$ cat src/common/twrs_regs.vh
// register map, bus addresses and field positions of the two-wire register slave
// assumes it is included by bare name from the design files; definitions only
`ifndef TWRS_REGS_VH
`define TWRS_REGS_VH

// ---------------------------------------------------------------
// slave addresses seen on the serial data line
// ---------------------------------------------------------------
`define TWRS_WR_SLAVE_ADDR 8'h24
`define TWRS_RD_SLAVE_ADDR 8'h25

// ---------------------------------------------------------------
// internal register map
// ---------------------------------------------------------------
`define TWRS_CFG_FIRST 8'h00
`define TWRS_CFG_LAST 8'h1E
`define TWRS_CFG_COUNT 31
`define TWRS_CFG_RESET 8'h00
`define TWRS_LOCK_AND_SYNC_STATUS 8'h1F
`define TWRS_SLICER_AND_KILLER_STATUS 8'h20
`define TWRS_EVEN_SLICE_HIGH_BYTE 8'h21
`define TWRS_EVEN_SLICE_LOW_BYTE 8'h22
`define TWRS_ODD_SLICE_HIGH_BYTE 8'h23
`define TWRS_ODD_SLICE_LOW_BYTE 8'h24

// ---------------------------------------------------------------
// lock_and_sync_status fields
// ---------------------------------------------------------------
`define TWRS_LS_UNLOCK_BIT 4
`define TWRS_LS_MAIN_VSYNC_BIT 2
`define TWRS_LS_BURST_BIT 1
`define TWRS_LS_INSET_VSYNC_BIT 0

// ---------------------------------------------------------------
// slicer_and_killer_status fields
// ---------------------------------------------------------------
`define TWRS_SK_KILLER_BIT 7
`define TWRS_SK_INSET_VSYNC_BIT 5
`define TWRS_SK_EVEN_SERVICE_BIT 4
`define TWRS_SK_ODD_SERVICE_BIT 3
`define TWRS_SK_EVEN_PENDING_BIT 1
`define TWRS_SK_ODD_PENDING_BIT 0

// ---------------------------------------------------------------
// byte framing
// ---------------------------------------------------------------
`define TWRS_BITS_PER_BYTE 4'd8

`endif

$ cat src/rtl/twrs_slave.v
// two-wire register slave: serial framing, register pointer, readback and write stream
// assumes serial lines arrive asynchronously; status inputs come from logic on clk
//
// Operation
// - data rising while clock high ends transfer
// - data falling while clock high starts transfer
// - bytes shift most significant bit first
// - nine clocks per byte, ninth acknowledges
// - write: acknowledge address match and data bytes
// - read: acknowledge address, release after each byte
// - unlimited byte count until stop
// - first byte is write slave address
// - write: address, register index, then data bytes
// - read begins with read address, open-drain data
// - pointer advances after each byte sent
// - status bit four shows oscillator unlocked
// - vsync missing flags, bit five mirrors bit zero
// - status bit one shows inset burst present
// - second status bit seven shows colour killer
// - second status bits four, three: service flags
// - second status bits one, zero: data pending
// - even sliced word high then low byte
// - odd sliced word high then low byte
`include "twrs_regs.vh"

module twrs_slave #(
	parameter BUF_WIDTH = 16
) (
	input wire clk,
	input wire rst_n,
	input wire serial_clock_in,
	input wire serial_data_line_in,
	output wire serial_data_line_out,
	output wire serial_data_line_oe,
	input wire xtal_loop_unlocked,
	input wire main_vsync_missing,
	input wire inset_burst_present,
	input wire inset_vsync_missing,
	input wire colour_killer_active,
	input wire even_field_service_flag,
	input wire odd_field_service_flag,
	input wire even_field_read_pending,
	input wire odd_field_read_pending,
	input wire [15:0] even_field_sliced_word,
	input wire [15:0] odd_field_sliced_word,
	output wire cfg_wr_valid,
	input wire cfg_wr_ready,
	output wire [7:0] cfg_wr_addr,
	output wire [7:0] cfg_wr_data,
	output wire transfer_active
);

	// ---------------------------------------------------------------
	// protocol states, one-hot
	// ---------------------------------------------------------------
	localparam [7:0] S_IDLE = 8'h01;
	localparam [7:0] S_ADDR = 8'h02;
	localparam [7:0] S_AACK = 8'h04;
	localparam [7:0] S_REG = 8'h08;
	localparam [7:0] S_WDAT = 8'h10;
	localparam [7:0] S_DACK = 8'h20;
	localparam [7:0] S_RDAT = 8'h40;
	localparam [7:0] S_MACK = 8'h80;

	reg [1:0] scl_sync_q;
	reg [1:0] sda_sync_q;
	reg scl_prev_q;
	reg sda_prev_q;
	reg [7:0] state_q;
	reg [7:0] shift_q;
	reg [3:0] cnt_q;
	reg [7:0] ptr_q;
	reg oe_q;
	reg read_q;
	reg mack_q;
	reg active_q;
	reg [7:0] cfg_mem [0:`TWRS_CFG_COUNT-1];
	reg [7:0] rd_byte;
	wire scl_s;
	wire sda_s;
	wire scl_rise;
	wire scl_fall;
	wire start_cond;
	wire stop_cond;
	wire byte_done;
	wire wr_byte_done;
	wire buf_in_ready;
	wire buf_push;
	wire mem_we;
	wire [BUF_WIDTH-1:0] buf_out;
	integer i;

	// ---------------------------------------------------------------
	// pin synchronisers and edge detection
	// ---------------------------------------------------------------
	// two flops per line; only the second stage feeds any logic
	always @(posedge clk or negedge rst_n) begin
		if (!rst_n) begin
			scl_sync_q <= 2'b11;
			sda_sync_q <= 2'b11;
			scl_prev_q <= 1'b1;
			sda_prev_q <= 1'b1;
		end else begin
			scl_sync_q <= {scl_sync_q[0], serial_clock_in};
			sda_sync_q <= {sda_sync_q[0], serial_data_line_in};
			scl_prev_q <= scl_sync_q[1];
			sda_prev_q <= sda_sync_q[1];
		end
	end

	assign scl_s = scl_sync_q[1];
	assign sda_s = sda_sync_q[1];
	assign scl_rise = scl_s & ~scl_prev_q;
	assign scl_fall = ~scl_s & scl_prev_q;
	// a data edge with the clock steady high is framing, never a bit
	assign start_cond = scl_s & scl_prev_q & sda_prev_q & ~sda_s;
	assign stop_cond = scl_s & scl_prev_q & ~sda_prev_q & sda_s;

	// eighth bit is in, this falling edge opens the acknowledge slot
	assign byte_done = scl_fall & (cnt_q == `TWRS_BITS_PER_BYTE);
	assign wr_byte_done = byte_done & (state_q == S_WDAT);

	// ---------------------------------------------------------------
	// readback multiplexer
	// ---------------------------------------------------------------
	// status is sampled at the moment the byte is loaded for shifting
	always @* begin
		rd_byte = 8'h00;
		case (ptr_q)
			`TWRS_LOCK_AND_SYNC_STATUS: begin
				rd_byte[`TWRS_LS_UNLOCK_BIT] = xtal_loop_unlocked;
				rd_byte[`TWRS_LS_MAIN_VSYNC_BIT] = main_vsync_missing;
				rd_byte[`TWRS_LS_BURST_BIT] = inset_burst_present;
				rd_byte[`TWRS_LS_INSET_VSYNC_BIT] = inset_vsync_missing;
			end
			`TWRS_SLICER_AND_KILLER_STATUS: begin
				rd_byte[`TWRS_SK_KILLER_BIT] = colour_killer_active;
				rd_byte[`TWRS_SK_INSET_VSYNC_BIT] = inset_vsync_missing;
				rd_byte[`TWRS_SK_EVEN_SERVICE_BIT] = even_field_service_flag;
				rd_byte[`TWRS_SK_ODD_SERVICE_BIT] = odd_field_service_flag;
				rd_byte[`TWRS_SK_EVEN_PENDING_BIT] = even_field_read_pending;
				rd_byte[`TWRS_SK_ODD_PENDING_BIT] = odd_field_read_pending;
			end
			`TWRS_EVEN_SLICE_HIGH_BYTE: begin
				rd_byte = even_field_sliced_word[15:8];
			end
			`TWRS_EVEN_SLICE_LOW_BYTE: begin
				rd_byte = even_field_sliced_word[7:0];
			end
			`TWRS_ODD_SLICE_HIGH_BYTE: begin
				rd_byte = odd_field_sliced_word[15:8];
			end
			`TWRS_ODD_SLICE_LOW_BYTE: begin
				rd_byte = odd_field_sliced_word[7:0];
			end
			default: begin
				// writable range reads back its shadow; beyond the map reads zero
				if (ptr_q <= `TWRS_CFG_LAST) begin
					rd_byte = cfg_mem[ptr_q[4:0]];
				end
			end
		endcase
	end

	// ---------------------------------------------------------------
	// write path: shadow registers and outgoing stream
	// ---------------------------------------------------------------
	// a stalled consumer makes the byte go unacknowledged rather than lost silently
	assign buf_push = wr_byte_done & buf_in_ready;
	// read-only addresses take no store, but still stream and advance
	assign mem_we = buf_push & (ptr_q <= `TWRS_CFG_LAST);

	always @(posedge clk or negedge rst_n) begin
		if (!rst_n) begin
			for (i = 0; i < `TWRS_CFG_COUNT; i = i + 1) begin
				cfg_mem[i] <= `TWRS_CFG_RESET;
			end
		end else if (mem_we) begin
			cfg_mem[ptr_q[4:0]] <= shift_q;
		end
	end

	twrs_buf2 #(
		.WIDTH(BUF_WIDTH)
	) u_wr_buf (
		.clk(clk),
		.rst_n(rst_n),
		.in_valid(buf_push),
		.in_ready(buf_in_ready),
		.in_data({ptr_q, shift_q}),
		.out_valid(cfg_wr_valid),
		.out_ready(cfg_wr_ready),
		.out_data(buf_out)
	);

	assign cfg_wr_addr = buf_out[15:8];
	assign cfg_wr_data = buf_out[7:0];

	// ---------------------------------------------------------------
	// protocol engine
	// ---------------------------------------------------------------
	// all line changes happen on the falling clock so the master sees them settled
	always @(posedge clk or negedge rst_n) begin
		if (!rst_n) begin
			state_q <= S_IDLE;
			shift_q <= 8'h00;
			cnt_q <= 4'd0;
			ptr_q <= 8'h00;
			oe_q <= 1'b0;
			read_q <= 1'b0;
			mack_q <= 1'b0;
			active_q <= 1'b0;
		end else if (stop_cond) begin
			// bus is free; pointer is kept for a following read
			state_q <= S_IDLE;
			oe_q <= 1'b0;
			cnt_q <= 4'd0;
			active_q <= 1'b0;
		end else if (start_cond) begin
			// also a repeated start from any state
			state_q <= S_ADDR;
			oe_q <= 1'b0;
			cnt_q <= 4'd0;
			active_q <= 1'b1;
		end else begin
			case (state_q)
				S_IDLE: begin
					oe_q <= 1'b0;
				end
				S_ADDR: begin
					if (scl_rise) begin
						shift_q <= {shift_q[6:0], sda_s};
						cnt_q <= cnt_q + 4'd1;
					end else if (byte_done) begin
						if (shift_q == `TWRS_WR_SLAVE_ADDR) begin
							oe_q <= 1'b1;
							read_q <= 1'b0;
							state_q <= S_AACK;
						end else if (shift_q == `TWRS_RD_SLAVE_ADDR) begin
							oe_q <= 1'b1;
							read_q <= 1'b1;
							state_q <= S_AACK;
						end else begin
							// another device is addressed: sit out until the next start
							state_q <= S_IDLE;
						end
					end
				end
				S_AACK: begin
					if (scl_fall) begin
						cnt_q <= 4'd0;
						if (read_q) begin
							// first read byte leaves as its first bit goes out
							shift_q <= {rd_byte[6:0], 1'b0};
							oe_q <= ~rd_byte[7];
							cnt_q <= 4'd1;
							ptr_q <= ptr_q + 8'h01;
							state_q <= S_RDAT;
						end else begin
							oe_q <= 1'b0;
							state_q <= S_REG;
						end
					end
				end
				S_REG: begin
					if (scl_rise) begin
						shift_q <= {shift_q[6:0], sda_s};
						cnt_q <= cnt_q + 4'd1;
					end else if (byte_done) begin
						ptr_q <= shift_q;
						oe_q <= 1'b1;
						state_q <= S_DACK;
					end
				end
				S_WDAT: begin
					if (scl_rise) begin
						shift_q <= {shift_q[6:0], sda_s};
						cnt_q <= cnt_q + 4'd1;
					end else if (byte_done) begin
						if (buf_in_ready) begin
							ptr_q <= ptr_q + 8'h01;
							oe_q <= 1'b1;
							state_q <= S_DACK;
						end else begin
							// stream full: leave the slot high so the master sees a refusal
							state_q <= S_IDLE;
						end
					end
				end
				S_DACK: begin
					if (scl_fall) begin
						oe_q <= 1'b0;
						cnt_q <= 4'd0;
						state_q <= S_WDAT;
					end
				end
				S_RDAT: begin
					if (byte_done) begin
						// let go so the master can answer in the ninth slot
						oe_q <= 1'b0;
						state_q <= S_MACK;
					end else if (scl_fall) begin
						oe_q <= ~shift_q[7];
						shift_q <= {shift_q[6:0], 1'b0};
						cnt_q <= cnt_q + 4'd1;
					end
				end
				S_MACK: begin
					if (scl_rise) begin
						mack_q <= ~sda_s;
					end else if (scl_fall) begin
						if (mack_q) begin
							shift_q <= {rd_byte[6:0], 1'b0};
							oe_q <= ~rd_byte[7];
							cnt_q <= 4'd1;
							ptr_q <= ptr_q + 8'h01;
							state_q <= S_RDAT;
						end else begin
							// no answer from the master: read is over, wait for stop
							oe_q <= 1'b0;
							state_q <= S_IDLE;
						end
					end
				end
				default: begin
					state_q <= S_IDLE;
					oe_q <= 1'b0;
				end
			endcase
		end
	end

	// open-drain: the pin is only ever pulled low, released means high impedance
	assign serial_data_line_out = 1'b0;
	assign serial_data_line_oe = oe_q;
	assign transfer_active = active_q;

endmodule // twrs_slave

$ cat src/rtl/twrs_buf2.v
// two-entry valid/ready buffer for completed register writes
// assumes both sides run on clk; in_ready low means the source must hold off
module twrs_buf2 #(
	parameter WIDTH = 16
) (
	input wire clk,
	input wire rst_n,
	input wire in_valid,
	output wire in_ready,
	input wire [WIDTH-1:0] in_data,
	output wire out_valid,
	input wire out_ready,
	output wire [WIDTH-1:0] out_data
);

	reg [WIDTH-1:0] slot0_q;
	reg [WIDTH-1:0] slot1_q;
	reg wr_sel_q;
	reg rd_sel_q;
	reg [1:0] fill_q;
	wire push;
	wire pop;

	// honest full and empty from the fill count
	assign in_ready = (fill_q != 2'd2);
	assign out_valid = (fill_q != 2'd0);
	assign out_data = rd_sel_q ? slot1_q : slot0_q;
	assign push = in_valid & in_ready;
	assign pop = out_valid & out_ready;

	// ---------------------------------------------------------------
	// storage and pointers
	// ---------------------------------------------------------------
	always @(posedge clk or negedge rst_n) begin
		if (!rst_n) begin
			slot0_q <= {WIDTH{1'b0}};
			slot1_q <= {WIDTH{1'b0}};
			wr_sel_q <= 1'b0;
			rd_sel_q <= 1'b0;
			fill_q <= 2'd0;
		end else begin
			if (push) begin
				if (wr_sel_q) begin
					slot1_q <= in_data;
				end else begin
					slot0_q <= in_data;
				end
				wr_sel_q <= ~wr_sel_q;
			end
			if (pop) begin
				rd_sel_q <= ~rd_sel_q;
			end
			// simultaneous push and pop leave the count alone
			if (push & ~pop) begin
				fill_q <= fill_q + 2'd1;
			end else if (pop & ~push) begin
				fill_q <= fill_q - 2'd1;
			end
		end
	end

endmodule // twrs_buf2

$ cat config.mk
export PLATFORM = sky130hd
export DESIGN_NAME = twrs_slave
export DESIGN_NICKNAME = d
export VERILOG_FILES = /design/src/rtl/twrs_slave.v /design/src/rtl/twrs_buf2.v
export VERILOG_INCLUDE_DIRS = /design/src /design/src/common
export SDC_FILE = /design/constraint.sdc
export NUM_CORES = 1
export LEC_CHECK = 0
export BUFFER_PORTS_ARGS = -buffer_cell sky130_fd_sc_hd__clkbuf_2
export CORE_AREA = 2 2 182 184
export CTS_CLUSTER_SIZE = 40
export DETAILED_ROUTE_END_ITERATION = 12
export DIE_AREA = 0 0 184 186
export GPL_TIMING_DRIVEN = 0
export PLACE_DENSITY = 0.77
export SLEW_MARGIN = 0
export SYNTH_ARGS = -nofsm -noshare
export SYNTH_HDL_FRONTEND = slang
export SYNTH_SLANG_ARGS = --single-unit
$ cat constraint.sdc
create_clock -name clk -period 3.5 [get_ports clk]
set_clock_uncertainty 0.1 [all_clocks]
set_input_delay 0.175 -clock clk [delete_from_list [all_inputs] [get_ports clk]]
set_output_delay 0.175 -clock clk [all_outputs]
set_load 0.005 [all_outputs]
==> flow_metrics.py <==
metrics = {
    "synthesis": {
        "async_reset_ff_frac": 1.00,
        "synth_most_common_cell": "dfrtp_1",
        "synth-seq-area-share": 0.507,
        "synthFlopType": "dfrtp_1",
        "synth_common_cells": "315 x dfrtp_1, 295 x mux2_2, 65 x mux4_2, 45 x clkbuf_1, 33 x nor2_1",
        "synth.area.top_cells": "dfrtp_1 50%, mux2_2 21%, mux4_2 9.2%",
        "synth_edf_count": 0,
        "ys_types": 79,
        "avgSynthCellArea_um2": 13.8,
        "syn_nets": 1206,
        "ys_warn_count": 0,
        "yosysTopAreaCell": "dfrtp_1",
        "synth_area_um2": 15900,
        "yosys_register_bits": 322,
        "yosysTopAreaCellShare": 0.496,
        "synth_cells": 1153,
    },
    "power_and_ir_drop": {
        "cellPowerDensity_nw_per_um2": 482,
        "peakVddDrop_mv": 0.266,
        "p_leak_uw": 0.00875,
        "power.total_uw": 8740,
    },
    "flow_run": {
        "drv_cap": 1,
    },
    "detailed_routing": {
        "dr_total_vias": 10700,
        "drc_errors": 0,
        "drtIter0Drc": 1126,
        "drt_wl_total_um": 41900,
        "detail-route-antenna-nets": 0,
        "wl_per_cell_um": 24.7,
        "firstDrtPassIters": 7,
        "vias_per_cell": 6.31,
    },
    "sta": {
        "worst_slack_ps": 54.9,
        "slew_headroom": 0.00633,
        "layout_min_cycle_time_ps": 3450,
        "setup_viol": 0,
        "fmax_mhz": 290,
        "slew_viol_final": 0,
        "fin_crit_sh": 0.984,
        "worst_pin_slew_ps": 1490,
        "hold_viol": 0,
    },
    "final_layout": {
        "area.growth.synth_to_final_pct": 14.2,
        "layout.nets": 1315,
        "final_layout_size_suffix_gt1_frac": 0.459,
        "seqCellArea_um2": 8070,
        "finalNonFillerCells": 1698,
        "multi_input_area_um2": 7290,
        "insertedDiodeCount": 0,
        "num-fill-cells": 2542,
    },
    "clock_network": {
        "htreeDepth": 2,
        "clk_pin_slew_ps": 60,
        "cts_root_buf": "clkbuf_16",
        "clkSinkCount": 322,
        "clock_latency_ps": 530,
        "cts_buffer_depth": 3,
        "cts_tree": "yes",
        "cts_made_buffers": 37,
    },
    "worst_setup_path": {
        "critPathKind": "register to register",
        "crit_path_start": "ptr_q[1]",
        "worstPathRequired_ps": 3810,
        "cp-start-kind": "register",
        "crit_arrival_ps": 3750,
        "worstPathCellList": "clkbuf_4 > clkbuf_2 > clkbuf_1 > mux4_2 > a211oi_1 > nor4_1 > nor3_1 > o31ai_2",
        "cp_top_family": "buffers and inverters",
        "cp_slowest_cell": "clkbuf_1",
        "cp_num_cells": 8,
        "crit_fanout": 10,
        "crit_path_end": "shift_q[5]",
        "rr_startpoint": "ptr_q[1]",
        "worstReg2RegEnd": "shift_q[5]",
        "critPathBufInv": 3,
        "worstSetupEndpointType": "register",
        "rr_worst_depth": 8,
        "critPathMaxStageDelay_ps": 640,
        "r2r_slack_ps": 50,
    },
    "placed_design": {
        "place_ws_ps": -722,
        "gp_congestion": 0.954,
        "place_hpwl_um": 28900,
        "io_buffer_count": 64,
        "dp.cells": 1627,
    },
    "global_routing": {
        "grtUsageTotal": 0.251,
        "grt_pass1_wl_um": 64700,
        "overflow": 0,
        "grt_max_degree": 112,
        "grt_pass1_vias": 10900,
        "antenna_found_initial": 0,
    },
    "outcome": {
        "violations": "capacitance limit",
        "run_status": "finished with violations",
    },
    "floorplan": {
        "rows": 66,
        "die_h_um": 186,
        "die_x_um": 184,
        "core-area_um2": 32200,
        "start_util": 0.494,
        "dieArea_um2": 34200,
        "pin_count": 66,
    },
    "hold_path": {
        "min_path_type": "input pin to register",
    },
}
metal layers:
metal | track usage | wire (um) | up-vias
met5 | 0 | 0 | -
met4 | 0.109 | 1880 | 0
met3 | 0.0520 | 3250 | 131
met2 | 0.409 | 19600 | 490
met1 | 0.329 | 17200 | 5541
li1 | - | - | 4545
worst min-delay path: cells and delay by family:
family                 cells  cell delay, ps
buffers and inverters      1              80
AO/OA/AOI/OAI              3             320
AND/OR/NAND/NOR            1             100
repair_timing:
item | in CTS | in global routing
endpoints found under the hold margin | 105 | 0
setup endpoints to repair | 258 | 216
resized for setup | 18 | 11
cloned | 0 | 0
pin swaps | 0 | 2
buffers inserted | 0 | 1
hold buffers | 4 | 0
worst min path at each step:
| stage | start | endpoint | slack, ps | depth (start not counted) |
|---|---|---|---|---|
| floorplan | rst_n | cfg_mem[0] | -220 | 0 |
| global placement | serial_data_line_in | sda_sync_q[0] | 170 | 1 |
| detailed placement | serial_clock_in | scl_sync_q[0] | 170 | 1 |
| CTS | colour_killer_active | serial_data_line_oe | 80 | 5 |
| global route | colour_killer_active | serial_data_line_oe | 130 | 5 |
| finish | colour_killer_active | serial_data_line_oe | 80 | 5 |
placed cells by master (no fill, tap or decap), drive strengths merged, types with 4 or more instances in the layout:
cell	count
o31ai	9
a2bb2oi	7
a211oi	15
and3	10
a22oi	18
mux2i	12
dfstp	7
dlygate4sd3	10
nor2	33
nor3	22
nor4	9
nor3b	4
nand3	23
clkbuf	171
ha	7
a21o	6
inv	11
mux2	295
nand2b	5
o21ai	29
and2	5
nand2	60
clkinv	9
mux4	65
o22ai	7
xor2	5
buf	30
nor2b	14
dfrtp	315
o2bb2ai	8
a21oi	8
a31oi	7
or2	5
nand4b	4
power breakdown:
| part | internal (uW) | switching, uW | total, uW |
|---|---|---|---|
| Sequential | 3770 | 19.3 | 3790 |
| Combinational | 308 | 807 | 1110 |
| Clock | 2270 | 1560 | 3830 |
| Total | 6360 | 2390 | 8740 |
stage by stage:
stage                     setup TNS [ps]  utilization  instance area, um^2  hold WS (ps)
after floorplan                        0            -                15900          -221
after global placement          -1601610        0.519                16700           168
after detailed placement         -172180        0.521                16800           167
after CTS                              0        0.563                18100          77.4
after global routing               -23.0        0.564                18100           127
final                                  0        0.564                18100          81.7
sequential cells by signal, summed over array words and instances (netlist names), 4 cells and up:
signal	count
state_q	8
u_wr_buf.slot1_q	16
u_wr_buf.slot0_q	16
cfg_mem	248
shift_q	8
ptr_q	8
cnt_q	4
area by class of cell:
cell class / count / share of cell area
buffer: 88 / 0.0323
clock buffer: 53 / 0.0605
clock inverter: 14 / 0.00710
inverter: 10 / 0.00221
multi-input combinational: 732 / 0.402
sequential: 322 / 0.444
tap: 408 / 0.0281
timing repair buffer: 71 / 0.0238
cells by family (layout without fill, tap and decap cells):
logic type,count (synthesis),in the layout,synth area share
multiplexers,372,372,0.309
adder cells (fa/ha/maj),7,7,0.00551
flip-flops,322,322,0.507
other,1,1,0.000236
AO/OA/AOI/OAI,131,131,0.0604
AND/OR/NAND/NOR,213,213,0.0763
XOR/XNOR,8,8,0.00441
buffers and inverters,99,236,0.0371
No activity file was read; power rests on OpenSTA's default activity.
